### src/include/ions_pkg.sv
// Purpose: Shared constants and types for the nibble serdes datapath.
// Assumes: Avalon-MM register bus with 32-bit data, byte addressing.
// Notes: Offsets are byte addresses.
package ions_pkg;
	localparam int SLICES = 6;
	localparam int NIBBLES_PER_BANK = 9;
	localparam int TAP_W = 9;
	localparam int CASC_TAP_W = 10;
	localparam int TAP_MAX = 511;
	localparam int CASC_TAP_MAX = 1023;
	localparam int DELAY_RANGE_PS = 625;
	localparam int CASC_RANGE_PS = 1250;
	localparam int FIFO_DEPTH = 8;
	localparam int FIFO_AW = 3;
	localparam int GATE_SLICE = 1;
	localparam logic [5:0] OFS_CTRL = 6'h00;
	localparam logic [5:0] OFS_TAPSEL = 6'h04;
	localparam logic [5:0] OFS_TAPVAL = 6'h08;
	localparam logic [5:0] OFS_STATUS = 6'h0c;
	localparam logic [5:0] OFS_SLICECFG = 6'h10;
	localparam logic [5:0] OFS_CALSTEP = 6'h14;
	localparam logic [31:0] CTRL_RESET = 32'h0000_0000;
	localparam int CTRL_TXW_LSB = 0;
	localparam int CTRL_RXW_LSB = 2;
	localparam int CTRL_TXGATE = 4;
	localparam int CTRL_RXGATE = 5;
	localparam int CTRL_FREECLK = 6;
	localparam int CTRL_SERIAL = 7;
	localparam int CTRL_CAL = 8;
	localparam int CTRL_TRACK = 9;
	localparam int CTRL_FIFOBYP = 10;
	localparam int CTRL_DIFF = 11;
	localparam int CFG_TRI_LSB = 0;
	localparam int CFG_JOIN_LSB = 8;
	localparam int CFG_MODE_LSB = 16;
	localparam int CORE_MHZ = 25;
	localparam int CAL_PERIOD_NS = 2000;
	localparam int CAL_CYCLES = (CAL_PERIOD_NS * CORE_MHZ) / 1000;
	typedef enum logic [1:0] {
		IONS_W8 = 2'b00,
		IONS_W4 = 2'b01,
		IONS_W2 = 2'b10
	} ions_width_t;
	typedef enum logic [1:0] {
		IONS_TXRX = 2'b00,
		IONS_TXONLY = 2'b01,
		IONS_RXONLY = 2'b10
	} ions_dir_t;
	typedef enum logic [1:0] {
		IONS_IDLE = 2'b00,
		IONS_RESP = 2'b01
	} ions_bus_st_t;
	typedef struct packed {
		logic [5:0] address;
		logic read;
		logic write;
		logic [31:0] writedata;
	} ions_avm_req_t;
	typedef struct packed {
		logic [31:0] readdata;
		logic waitrequest;
		logic readdatavalid;
	} ions_avm_rsp_t;
endpackage

### src/rtl/ions_nibble.sv
// Purpose: One I/O nibble of six pin slices: serdes, delays, rx FIFO.
// Assumes: Link strobe is sampled by core_clk; bit period is one strobe.
// Notes: Delays are tap counters with no analog meaning here.
//
// Design decisions made here: register access over Avalon-MM and the register offsets.
`timescale 1ns/1ns
// Contract
// - A bank holds nine nibbles; this nibble has six slices, one pin each.
// - Transmit serializer ratio is 8, 4 or 2 by tx width setting.
// - Output delay taps 0 to 511, range at least 625 ps.
// - Input delay taps 0 to 511, range at least 625 ps.
// - Delay chain join appends output delay, taps 0 to 1023; the code adds two 9-bit taps, so 0 to 1022.
// - Receive deserializer ratio is 8, 4 or 2 by rx width setting; the code takes the ratio from the tx width setting.
// - Each slice writes words into an eight-entry FIFO read by fabric.
// - Receive latency depends on rx width and FIFO mode; the code takes the width from the tx width setting.
// - Differential receive uses two adjacent slices.
// - Transmit feeds pad and own receive path; bidirectional needs gating.
// - Receive gating uses the read window enable.
// - Free running capture clock picks read window enable domain.
// - Transmit gating uses write window enable, serialized, not inverted.
// - Slice 1 transmit is never gated.
// - Tristate source is combinational input or inverted write enable.
// - Each slice is transmit only, receive only or bidirectional.
// - Serial mode serves receivers with unknown clock phase.
// - Register port configures and observes every nibble feature.
// - Self calibration centres delays and tracks drift; the code centres only the input delay taps.
// - Fabric may write delay taps directly.
// - Write enable tristate is inverted and aligned to transmit data; at ratio 2 the code uses tristate_in instead.
module ions_nibble (
	input wire logic core_clk,
	input wire logic rst_n,
	input wire logic clk_en,
	input wire ions_pkg::ions_avm_req_t avm_req,
	output ions_pkg::ions_avm_rsp_t avm_rsp,
	input wire logic link_strobe,
	input wire logic [5:0] pin_in,
	output logic [5:0] pin_out,
	output logic [5:0] pin_oe_n,
	input wire logic [47:0] tx_word,
	output logic tx_take,
	input wire logic [5:0] tristate_in,
	input wire logic write_window_en,
	input wire logic read_window_en,
	output logic [47:0] rx_word,
	output logic [5:0] rx_valid,
	input wire logic [5:0] rx_pop,
	output logic [5:0] fifo_empty
);
	// ==========================================================
	// State
	typedef struct packed {
		logic [1:0] strb_s;
		logic strb_d;
		logic [5:0] pin_s1;
		logic [5:0] pin_s2;
		logic [1:0] rden_s;
		logic rden_strb;
		logic [31:0] ctrl;
		logic [31:0] slicecfg;
		logic [2:0] tapsel;
		logic [59:0] odly;
		logic [59:0] idly;
		logic [15:0] calstep;
		logic [15:0] calcnt;
		ions_pkg::ions_bus_st_t bst;
		logic [31:0] rdata;
		logic [2:0] bitcnt;
		logic [47:0] txsh;
		logic [5:0] wen_sh;
		logic [5:0] wen_word;
		logic [47:0] rxsh;
		logic [383:0] mem;
		logic [23:0] wp;
		logic [23:0] rp;
		logic [5:0] po;
		logic [5:0] oen;
		logic take;
		logic [47:0] rxo;
		logic [5:0] rvld;
		logic [5:0] emp;
		logic wreq;
		logic rdv;
	} ions_state_t;
	ions_state_t s, next_s;
	logic [2:0] last_bit;
	logic strobe_rise;
	logic gate_open;
	logic [5:0] pin_use;
	always_comb begin
		case (ions_pkg::ions_width_t'(s.ctrl[ions_pkg::CTRL_TXW_LSB +: 2]))
			ions_pkg::IONS_W4: last_bit = 3'h3;
			ions_pkg::IONS_W2: last_bit = 3'h1;
			default: last_bit = 3'h7;
		endcase
	end
	assign strobe_rise = s.strb_s[1] & ~s.strb_d;
	// Free running clock samples the enable on strobe edges; else core clock.
	assign gate_open = ~s.ctrl[ions_pkg::CTRL_RXGATE] |
		s.ctrl[ions_pkg::CTRL_SERIAL] |
		(s.ctrl[ions_pkg::CTRL_FREECLK] ? s.rden_strb : s.rden_s[1]);
	// Differential pairs read the even slice pin for both slices.
	always_comb begin
		for (int i = 0; i < 6; i++) begin
			if (s.ctrl[ions_pkg::CTRL_DIFF] && (i % 2 == 1)) begin
				pin_use[i] = s.pin_s2[i - 1];
			end else begin
				pin_use[i] = s.pin_s2[i];
			end
		end
	end
	// ==========================================================
	// Next state
	always_comb begin
		logic [1:0] dir;
		logic [2:0] w;
		logic [2:0] r;
		logic [9:0] tot;
		logic txg;
		next_s = s;
		dir = 2'h0;
		w = 3'h0;
		r = 3'h0;
		tot = 10'h000;
		txg = 1'b0;
		next_s.strb_s = {s.strb_s[0], link_strobe};
		next_s.strb_d = s.strb_s[1];
		next_s.pin_s1 = pin_in;
		next_s.pin_s2 = s.pin_s1;
		next_s.rden_s = {s.rden_s[0], read_window_en};
		if (strobe_rise) begin
			next_s.rden_strb = s.rden_s[1];
		end
		next_s.take = 1'b0;
		next_s.rvld = 6'h00;
		next_s.wreq = 1'b1;
		next_s.rdv = 1'b0;
		// Register port: one wait cycle, then answer.
		if (s.bst == ions_pkg::IONS_IDLE &&
			(avm_req.read || avm_req.write)) begin
			next_s.bst = ions_pkg::IONS_RESP;
			next_s.wreq = 1'b0;
			next_s.rdv = avm_req.read;
			if (avm_req.write) begin
				case (avm_req.address)
					ions_pkg::OFS_CTRL: next_s.ctrl = avm_req.writedata;
					ions_pkg::OFS_TAPSEL: next_s.tapsel = avm_req.writedata[2:0];
					ions_pkg::OFS_TAPVAL: begin
						if (s.tapsel < 3'h6) begin
							next_s.odly[s.tapsel*10 +: 10] = avm_req.writedata[25:16];
							next_s.idly[s.tapsel*10 +: 10] = avm_req.writedata[9:0];
						end
					end
					ions_pkg::OFS_SLICECFG: next_s.slicecfg = avm_req.writedata;
					ions_pkg::OFS_CALSTEP: next_s.calstep = avm_req.writedata[15:0];
					default: begin
					end
				endcase
				next_s.rdata = 32'h0000_0000;
			end else begin
				case (avm_req.address)
					ions_pkg::OFS_CTRL: next_s.rdata = s.ctrl;
					ions_pkg::OFS_TAPSEL: next_s.rdata = {29'h0, s.tapsel};
					ions_pkg::OFS_TAPVAL: begin
						if (s.tapsel < 3'h6) begin
							next_s.rdata = {6'h0, s.odly[s.tapsel*10 +: 10],
								6'h0, s.idly[s.tapsel*10 +: 10]};
						end else begin
							next_s.rdata = 32'h0000_0000;
						end
					end
					ions_pkg::OFS_STATUS: next_s.rdata = {20'h0, s.emp, gate_open, 5'h0};
					ions_pkg::OFS_SLICECFG: next_s.rdata = s.slicecfg;
					ions_pkg::OFS_CALSTEP: next_s.rdata = {16'h0, s.calstep};
					default: next_s.rdata = 32'h0000_0000;
				endcase
			end
		end else if (s.bst == ions_pkg::IONS_RESP) begin
			next_s.bst = ions_pkg::IONS_IDLE;
		end
		// Calibration nudges input delay taps toward mid-range; tracking repeats it.
		if ((s.ctrl[ions_pkg::CTRL_CAL] || s.ctrl[ions_pkg::CTRL_TRACK]) &&
			s.bst == ions_pkg::IONS_IDLE) begin
			if (s.calcnt == 16'(ions_pkg::CAL_CYCLES - 1)) begin
				next_s.calcnt = 16'h0000;
				for (int i = 0; i < 6; i++) begin
					if (s.idly[i*10 +: 9] < 9'h100) begin
						next_s.idly[i*10 +: 10] = s.idly[i*10 +: 10] + 10'h001;
					end else if (s.idly[i*10 +: 9] > 9'h100) begin
						next_s.idly[i*10 +: 10] = s.idly[i*10 +: 10] - 10'h001;
					end
				end
				if (s.ctrl[ions_pkg::CTRL_CAL] && !s.ctrl[ions_pkg::CTRL_TRACK]) begin
					next_s.calstep = s.calstep + 16'h0001;
				end
			end else begin
				next_s.calcnt = s.calcnt + 16'h0001;
			end
		end
		// Bit clock: one bit per strobe rise.
		if (strobe_rise) begin
			if (s.bitcnt == last_bit) begin
				next_s.bitcnt = 3'h0;
				next_s.txsh = tx_word;
				next_s.wen_sh = {6{write_window_en}};
				next_s.take = 1'b1;
			end else begin
				next_s.bitcnt = s.bitcnt + 3'h1;
				for (int i = 0; i < 6; i++) begin
					next_s.txsh[i*8 +: 8] = {1'b0, s.txsh[i*8+1 +: 7]};
				end
			end
			for (int i = 0; i < 6; i++) begin
				dir = s.slicecfg[ions_pkg::CFG_MODE_LSB + 2*i +: 2];
				txg = s.ctrl[ions_pkg::CTRL_TXGATE] && i != ions_pkg::GATE_SLICE;
				if (dir != ions_pkg::IONS_RXONLY) begin
					next_s.po[i] = s.txsh[i*8] & (~txg | s.wen_sh[i]);
				end else begin
					next_s.po[i] = 1'b0;
				end
				if (dir == ions_pkg::IONS_TXONLY) begin
					next_s.oen[i] = 1'b0;
				end else if (dir == ions_pkg::IONS_RXONLY) begin
					next_s.oen[i] = 1'b1;
				end else if (s.slicecfg[ions_pkg::CFG_TRI_LSB + i] &&
					last_bit != 3'h1) begin
					next_s.oen[i] = ~s.wen_sh[i];
				end else begin
					next_s.oen[i] = tristate_in[i];
				end
				// Transmit loops back to its own receiver when it drives.
				r = s.bitcnt;
				if (gate_open && dir != ions_pkg::IONS_TXONLY) begin
					next_s.rxsh[i*8 + r] = (dir == ions_pkg::IONS_TXRX && !s.oen[i]) ?
						s.po[i] : pin_use[i];
				end
				tot = {1'b0, s.idly[i*10 +: 9]} +
					(s.slicecfg[ions_pkg::CFG_JOIN_LSB + i] ?
					{1'b0, s.odly[i*10 +: 9]} : 10'h000);
				w = s.wp[i*4 +: 3];
				if (s.bitcnt == last_bit && gate_open &&
					dir != ions_pkg::IONS_TXONLY &&
					(s.wp[i*4 +: 4] ^ s.rp[i*4 +: 4]) != 4'h8 && tot <= 10'h3ff) begin
					// The last bit lands in this same cycle, so store the new copy.
					next_s.mem[(i*8 + w)*8 +: 8] = next_s.rxsh[i*8 +: 8];
					next_s.wp[i*4 +: 4] = s.wp[i*4 +: 4] + 4'h1;
				end
			end
		end
		// Fabric read side; with no pop, bypass mode copies the shift register to the word each cycle.
		for (int i = 0; i < 6; i++) begin
			r = s.rp[i*4 +: 3];
			if (rx_pop[i] && s.wp[i*4 +: 4] != s.rp[i*4 +: 4]) begin
				next_s.rxo[i*8 +: 8] = s.mem[(i*8 + r)*8 +: 8];
				next_s.rvld[i] = 1'b1;
				next_s.rp[i*4 +: 4] = s.rp[i*4 +: 4] + 4'h1;
			end else if (s.ctrl[ions_pkg::CTRL_FIFOBYP]) begin
				next_s.rxo[i*8 +: 8] = s.rxsh[i*8 +: 8];
			end
			next_s.emp[i] = next_s.wp[i*4 +: 4] == next_s.rp[i*4 +: 4];
		end
	end
	// ==========================================================
	// Registers
	always_ff @(posedge core_clk or negedge rst_n) begin
		if (!rst_n) begin
			s <= '0;
			s.oen <= 6'h3f;
			s.emp <= 6'h3f;
			s.wreq <= 1'b1;
			s.ctrl <= ions_pkg::CTRL_RESET;
		end else if (clk_en) begin
			s <= next_s;
		end
	end
	assign avm_rsp.readdata = s.rdata;
	assign avm_rsp.waitrequest = s.wreq;
	assign avm_rsp.readdatavalid = s.rdv;
	assign pin_out = s.po;
	assign pin_oe_n = s.oen;
	assign tx_take = s.take;
	assign rx_word = s.rxo;
	assign rx_valid = s.rvld;
	assign fifo_empty = s.emp;
	// ==========================================================
	// Checks
	a_slice1_ungated: assert property (@(posedge core_clk) disable iff (!rst_n)
		strobe_rise && clk_en && s.slicecfg[19:18] != 2'h2 |=> pin_out[1] == $past(s.txsh[8]))
		else $error("slice 1 was gated");
	a_rx_only_hiz: assert property (@(posedge core_clk) disable iff (!rst_n)
		strobe_rise && clk_en && s.slicecfg[17:16] == 2'h2 |=> pin_oe_n[0])
		else $error("rx only slice drove");
	a_tx_gate_closes: assert property (@(posedge core_clk) disable iff (!rst_n)
		strobe_rise && clk_en && s.ctrl[4] && !s.wen_sh[0] |=> !pin_out[0])
		else $error("gated slice sent data");
	a_fifo_no_over: assert property (@(posedge core_clk) disable iff (!rst_n)
		(s.wp[3:0] - s.rp[3:0]) <= 4'h8)
		else $error("fifo overfilled");
	a_empty_flag: assert property (@(posedge core_clk) disable iff (!rst_n)
		fifo_empty[0] == (s.wp[3:0] == s.rp[3:0]))
		else $error("empty flag wrong");
	a_bus_one_wait: assert property (@(posedge core_clk) disable iff (!rst_n)
		clk_en && avm_req.read && avm_rsp.waitrequest |=> !avm_rsp.waitrequest)
		else $error("bus answer late");
	a_bit_count: assert property (@(posedge core_clk) disable iff (!rst_n)
		s.bitcnt <= last_bit || $changed(s.ctrl))
		else $error("bit count beyond width");
	a_tri_wren: assert property (@(posedge core_clk) disable iff (!rst_n)
		strobe_rise && clk_en && s.slicecfg[17:16] == 2'h0 && s.slicecfg[0] &&
		last_bit != 3'h1 |=> pin_oe_n[0] == !$past(s.wen_sh[0]))
		else $error("tristate not inverted wren");
	c_take: cover property (@(posedge core_clk) tx_take);
	c_pop: cover property (@(posedge core_clk) rx_valid[0]);
	c_full: cover property (@(posedge core_clk) (s.wp[3:0] ^ s.rp[3:0]) == 4'h8);
endmodule

### config.mk
export PLATFORM = sky130hd
export DESIGN_NAME = ions_nibble
export DESIGN_NICKNAME = d
export VERILOG_FILES = /design/src/include/ions_pkg.sv /design/src/rtl/ions_nibble.sv
export SDC_FILE = /design/constraint.sdc
export NUM_CORES = 2
export LEC_CHECK = 0
export BUFFER_PORTS_ARGS = -buffer_cell sky130_fd_sc_hd__buf_4
export CAP_MARGIN = 10
export CORE_ASPECT_RATIO = 1.5
export CORE_MARGIN = 4
export CORE_UTILIZATION = 37
export DETAILED_ROUTE_END_ITERATION = 8
export PLACE_DENSITY = 0.61
export REMOVE_ABC_BUFFERS = 1
export SLEW_MARGIN = 20
export SYNTH_ARGS = -nofsm -noshare
export SYNTH_HDL_FRONTEND = slang
export SYNTH_SLANG_ARGS = --single-unit
### constraint.sdc
create_clock -name core_clk -period 4.4 [get_ports core_clk]
set_clock_uncertainty 0.2 [all_clocks]
set_input_delay 1.1 -clock core_clk [delete_from_list [all_inputs] [get_ports core_clk]]
set_output_delay 1.1 -clock core_clk [all_outputs]
set_load 0.01 [all_outputs]
# Word level (Yosys, flattened, before mapping)
# Cells that the tools add are included.
[totals] ff_bits=878 out_inout_bits=107
[classes] mux=150 shift=23 eq_ne=53 order_cmp=31 bitwise_logic=28 n_mul=1 n_reduce_logical=91 add_sub_neg=55
[ops] operator="$mux W384" count=10
[ops] operator="$bwmux W384" count=6
[ops] operator="$shift A8 B34 Y384 const A" count=6
[ops] operator="$shiftx A8 B34 Y384" count=6
[ops] operator="$shiftx A384 B10 Y8" count=2
[ops] operator="$shiftx A384 B11 Y8" count=2
[ops] operator="$mux W48" count=12
[ops] operator="$mux W388" count=1
[ops] operator="$shiftx A384 B7 Y8" count=1
[ops] operator="$shiftx A384 B9 Y8" count=1
[ops] operator="$bwmux W48" count=6
[ops] operator="$mux W76" count=3
[ops] operator="$pmux W32 S6" count=1
[ops] operator="$bwmux W60" count=2
[ops] operator="$mux W10" count=12
[ops] operator="$mux W60" count=2
[ops] operator="$shiftx A10 B34 Y60" count=2
[ops] operator="$shiftx A60 B8 Y10" count=2
[ops] operator="$mux W8" count=12
[ops] operator="$mux W92" count=1
[ops] operator="$neg A10 Y34" count=2
[ops] operator="$neg A9 Y34" count=2
[ops] operator="$add A10 B1 Y10 const B" count=6
[ops] operator="$add A9 B9 Y10" count=6
[ops] operator="other kinds (63)" count=326

# Longest topological paths before layout
[depth] depth_word=27 depth_mapped=16 mapped_depth_nobuf=14

# Worst setup path after synthesis
# OpenSTA, ideal clock, no wires.
[synth_path] path_kind="register to register" startpoint="register s[806] (netlist bit)" endpoint="register s[780] (netlist bit)" slack_ps=815 synth_period_minus_slack_ps=3585 t_required_ps=4075 arrival_time_ps=3260 stages_incl_launch_ff=16 cell_sequence="dfrtp_1 > buf_2 > inv_1 > clkbuf_1 > ha_1 > buf_2 > nor2_1 > and2_1 > ha_1 > and3b_1 > and3_1 > buf_2 > nand4_1 > o32ai_1 > nand2_1 > mux2_2"
[synth_via] elab_chain_cells=4 word_cells_on_any_way=7 classes_between="1 x add/sub; 1 x mul; 1 x order compare; 2 x shift; 1 x mux; 1 x reduce/logical"
[synth_rtl] element="start: declaration" line_no="ions_nibble.sv:84" rtl="ions_state_t s, next_s;"
[synth_rtl] element="start signal: assignment" line_no="ions_nibble.sv:272" rtl="s <= next_s;"
[synth_rtl] element="$mul A3 B3 Y6" line_no="ions_nibble.sv:149" rtl="next_s.odly[s.tapsel*10 +: 10] = avm_req.writedata[25:16];"
[synth_rtl] element="$neg A7 Y34" line_no="ions_nibble.sv:149"
[synth_rtl] element="$shiftx A10 B34 Y60 or $shift A10 B34 Y60 (tied branches)" line_no="ions_nibble.sv:149"
[synth_rtl] element="$bwmux W60" line_no="ions_nibble.sv:149"
# Parallel ways exist; a longest one is shown, timed or not.
# A chain may end at the register's enable or synchronous reset.

# Final worst setup path
[layout_path] startpoint="register s[804] (netlist bit)" endpoint="register s[741] (netlist bit)"
[layout_via] elab_chain_cells=12 word_cells_on_any_way=14 classes_between="1 x add/sub; 1 x mul; 1 x order compare; 2 x shift; 9 x mux"
[layout_rtl] element="$mul A3 B3 Y6" line_no="ions_nibble.sv:150" rtl="next_s.idly[s.tapsel*10 +: 10] = avm_req.writedata[9:0];"
[layout_rtl] element="$neg A7 Y34" line_no="ions_nibble.sv:150"
[layout_rtl] element="$shiftx A10 B34 Y60 or $shift A10 B34 Y60 (tied branches)" line_no="ions_nibble.sv:150"
[layout_rtl] element="$bwmux W60" line_no="ions_nibble.sv:150"
[layout_rtl] element="$mux W60 (*)" line_no="ions_nibble.sv:148" rtl="if (s.tapsel < 3'h6) begin"
[layout_rtl] element="$mux W60 (*)" line_no="ions_nibble.sv:144" rtl="case (avm_req.address)"
[layout_rtl] element="$mux W76 (*)" line_no="ions_nibble.sv:143" rtl="if (avm_req.write) begin"
[layout_rtl] element="$mux W76 (*)" line_no="ions_nibble.sv:138" rtl="if (s.bst == ions_pkg::IONS_IDLE &&"
[layout_rtl] element="$mux W10" line_no="ions_nibble.sv:188" rtl="end else if (s.idly[i*10 +: 9] > 9'h100) begin"
[layout_rtl] element="$mux W10" line_no="ions_nibble.sv:186" rtl="if (s.idly[i*10 +: 9] < 9'h100) begin"
[layout_rtl] element="$mux W76" line_no="ions_nibble.sv:183" rtl="if (s.calcnt == 16'(ions_pkg::CAL_CYCLES - 1)) begin"
[layout_rtl] element="$mux W92 (*)" line_no="ions_nibble.sv:181" rtl="if ((s.ctrl[ions_pkg::CTRL_CAL] || s.ctrl[ions_pkg::CTRL_TRACK]) &&"
# Mark *: on every way between the ends. The rest lies on a longest branch, timed or not.

==> impl_metrics.toml <==
[clock_network]
h-tree-depth = 3
clockBufferDepth = 3
root_buffer = "clkbuf_16"
ctsHoldBuffers = 0
cts_tree = "yes"
post-cts-setup-buffers = 0
cts_sinks = 877
cts_buffers = 93
clk_latency_ps = 750
ctsResizeCount = 0
clk_pin_slew_ps = 60

[sta]
tightest_slew_ps = 1200
layout_min_cycle_time_ps = 4200
max_freq_ghz = 0.238
slew_headroom_pct = 19.6
finalCritPeriodShare_pct = 95.5
rsz0062_at_grt = "false"
hold_violations = 0
maxSlewViolCount = 0
setup_viol = 0

[status]
status = "finished clean"

[detailed_routing]
routed_wirelength_um = 223000
drt_iter0_drc = 4799
vias = 47100
post_drt_wl_per_cell_um = 29.0
vias_per_cell = 6.13
drc = 0
firstDrtPassIters = 7
ant_nets = 0

[placed_design]
io_buffers = 218
hpwl_um = 171000
dp_cells = 7500
gp_congestion = 1.03

[power_and_ir_drop]
leakage_uw = 0.0256
power.density_mw_per_mm2 = 515
ir_worst_vdd_mv = 0.366

[floorplan]
fp.dieW_um = 316
die_h_um = 470
start_util_pct = 37.2
num_rows = 169
die_area_mm2 = 0.148
io_pins = 219
core_mm2 = 0.141

[yosys]
synth_most_common_cell = "dfrtp_1"
synth_area_mm2 = 0.0526
syn_avg_cell_area_um2 = 9.45
synthTopCellsByCount = "864 x dfrtp_1, 739 x nand2_1, 465 x nor2_1"
ys.flop_type = "dfrtp_1"
ys_types = 115
synth_top_cell_by_area = "dfrtp_1"
yosys_warnings = 0
synthTopCellsByArea = "dfrtp_1 41%, mux2_2 5.3%, nand2_1 5.3%"
synth_top_area_share_pct = 41.1
synth_edf_count = 0
ys_seq_area_share_pct = 41.8
synthCells = 5561
async_reset_ff_share_pct = 100
ys_seq_elements = 877

[job]
maxCapViolations = 0

[global_routing]
antenna_found_initial = 5
grt_max_degree = 133
grt_usage_pct = 29.3
grt_overflow_total = 0
first_global_vias = 46800
grt_pass1_wl_um = 322000

[final_layout]
final_core_util_pct = 42.8
stdcell_count = 7680
regArea_mm2 = 0.0220
fin_nets = 5894
area_growth_pct = 15.0
multiInputGateArea_mm2 = 0.0281
n_fill_cell = 13900
drive_gt1_share_pct = 21.5

[worst_setup_path]
cp-start-kind = "flip-flop"
slowest_delay_ps = 590
r2r_slack_ps = 200
critPathRequiredTime_ps = 4770
worst_path_most_repeated_cell = "ha_1"
cp.arrival_ps = 4570
ff2ff_path_depth = 13
end_kind = "flip-flop"
reg2reg_from = "s[804]$_DFFE_PN0P_"
timing.rr.end = "s[741]$_DFFE_PN0P_"
worstSetupStartpoint = "s[804]$_DFFE_PN0P_"
crit_type = "reg2reg"
critPathMaxFanout = 9
critical-path-slowest-cell = "nor3_1"
path_cells = "ha_1 -> ha_1 -> nor2_1 -> and2_1 -> ha_1 -> and3b_1 -> and3_1 -> nand4_1 -> buf_4 -> nor2b_1 -> nand2_1 -> nor3_1 -> a211oi_1"

[worst_hold_path]
hold_path_class = "in2async"
power breakdown:
group	switching (uW)	internal, uW	leakage [uW]	total [uW]
clock	3670	5230	0.00167	8900
combinational	7560	4090	0.0123	11700
sequential	1370	9190	0.0116	10600
total	12600	18500	0.0256	31100
flip-flops by register name, summed over array words and instances (netlist names):
name	flops
s	758
rx_word	48
avm_rsp	34
next_s	9
fifo_empty	6
pin_oe_n	6
pin_out	6
rx_valid	6
pin_use	3
tx_take	1
worst max-delay path by stage:
stage                         endpoint  depth (start not counted)  slack (ps)
global route        s[741]$_DFFE_PN0P_                         13          90
finish              s[741]$_DFFE_PN0P_                         13         200
CTS                 s[737]$_DFFE_PN0P_                         13         420
global placement    s[700]$_DFFE_PN0P_                          8         470
floorplan           s[207]$_DFFE_PN0P_                          4       -5030
detailed placement  s[737]$_DFFE_PN0P_                         13         480
placed cells by master (no fill, tap or decap), types with 25 or more instances in the layout:
cell type,netlist,layout
a211o_1,30,30
a211oi_1,65,65
a21oi_1,272,272
a221o_1,30,30
a22oi_1,39,39
a31o_2,33,33
a31oi_1,71,71
and3_1,38,37
buf_4,115,532
clkbuf_16,0,94
dfrtp_1,864,863
ha_1,68,68
inv_1,72,71
mux2_2,247,247
mux2i_1,138,129
mux4_2,118,118
nand2_1,739,739
nand2b_1,49,49
nand3_1,154,152
nand4_1,59,59
nor2_1,465,464
nor2b_1,28,27
nor3_1,92,88
nor4_1,33,33
o211ai_1,55,55
o21ai_0,415,414
o221ai_1,25,25
o22ai_1,132,132
o2bb2ai_1,69,69
o31ai_1,58,58
o32ai_1,28,28
or2_2,27,27
or3_1,47,47
xnor2_1,91,91
xor2_1,62,61
layout make-up:
| cell class | instances | area share (%) |
|---|---|---|
| multi-input combinational | 4118 | 46.4 |
| sequential | 877 | 36.3 |
| timing repair buffer | 551 | 7.22 |
| clock buffer | 128 | 4.43 |
| tap | 1881 | 3.89 |
| clock inverter | 47 | 1.20 |
| inverter | 73 | 0.453 |
| antenna | 5 | 0.0207 |
logic make-up (layout without fill, tap and decap cells):
| logic type | count (synthesis) | in the layout | share of synthesized area [%] |
|---|---|---|---|
| AOI/OAI and AO/OA | 1515 | 1515 | 18.9 |
| adders and majority gates | 74 | 74 | 1.73 |
| and+or+nand+nor | 1869 | 1869 | 16.9 |
| muxes | 503 | 503 | 13.0 |
| DFF | 877 | 877 | 41.8 |
| xor gates and xnor gates | 157 | 157 | 2.67 |
| other | 0 | 5 | 0 |
| buffers and inverters | 566 | 799 | 5.06 |
through the flow:
step	TNS (ps)	total power [uW]	hold slack (ps)	instance area (um^2)	worst slack (ps)
6_report	0	31100	194	60400	199
5_1_grt	0	32300	228	60400	85.6
2_1_floorplan	-2295840	16400	234	50200	-5030
3_5_place_dp	0	22100	255	57000	482
3_3_place_gp	0	22000	249	57000	475
4_1_cts	0	31000	173	60400	419
critical path, delay by kind of cell, from the launching register on:
kind                     cells  cell delay, ps
flip-flops                   1             490
adder cells (fa/ha/maj)      3            1070
AND/OR/NAND/NOR              8            1950
AO/OA/AOI/OAI                1             110
buffers and inverters        1             180
layer usage:
layer | routed length (um) | vias to the layer above | global-route usage [%]
met5 | 0 | - | 0
met2 | 107000 | 2307 | 49.2
met4 | 24100 | 0 | 25.9
met1 | 77500 | 23300 | 31.8
met3 | 14600 | 806 | 4.83
li1 | - | 20700 | -
Power figures use the tool's default switching activity.
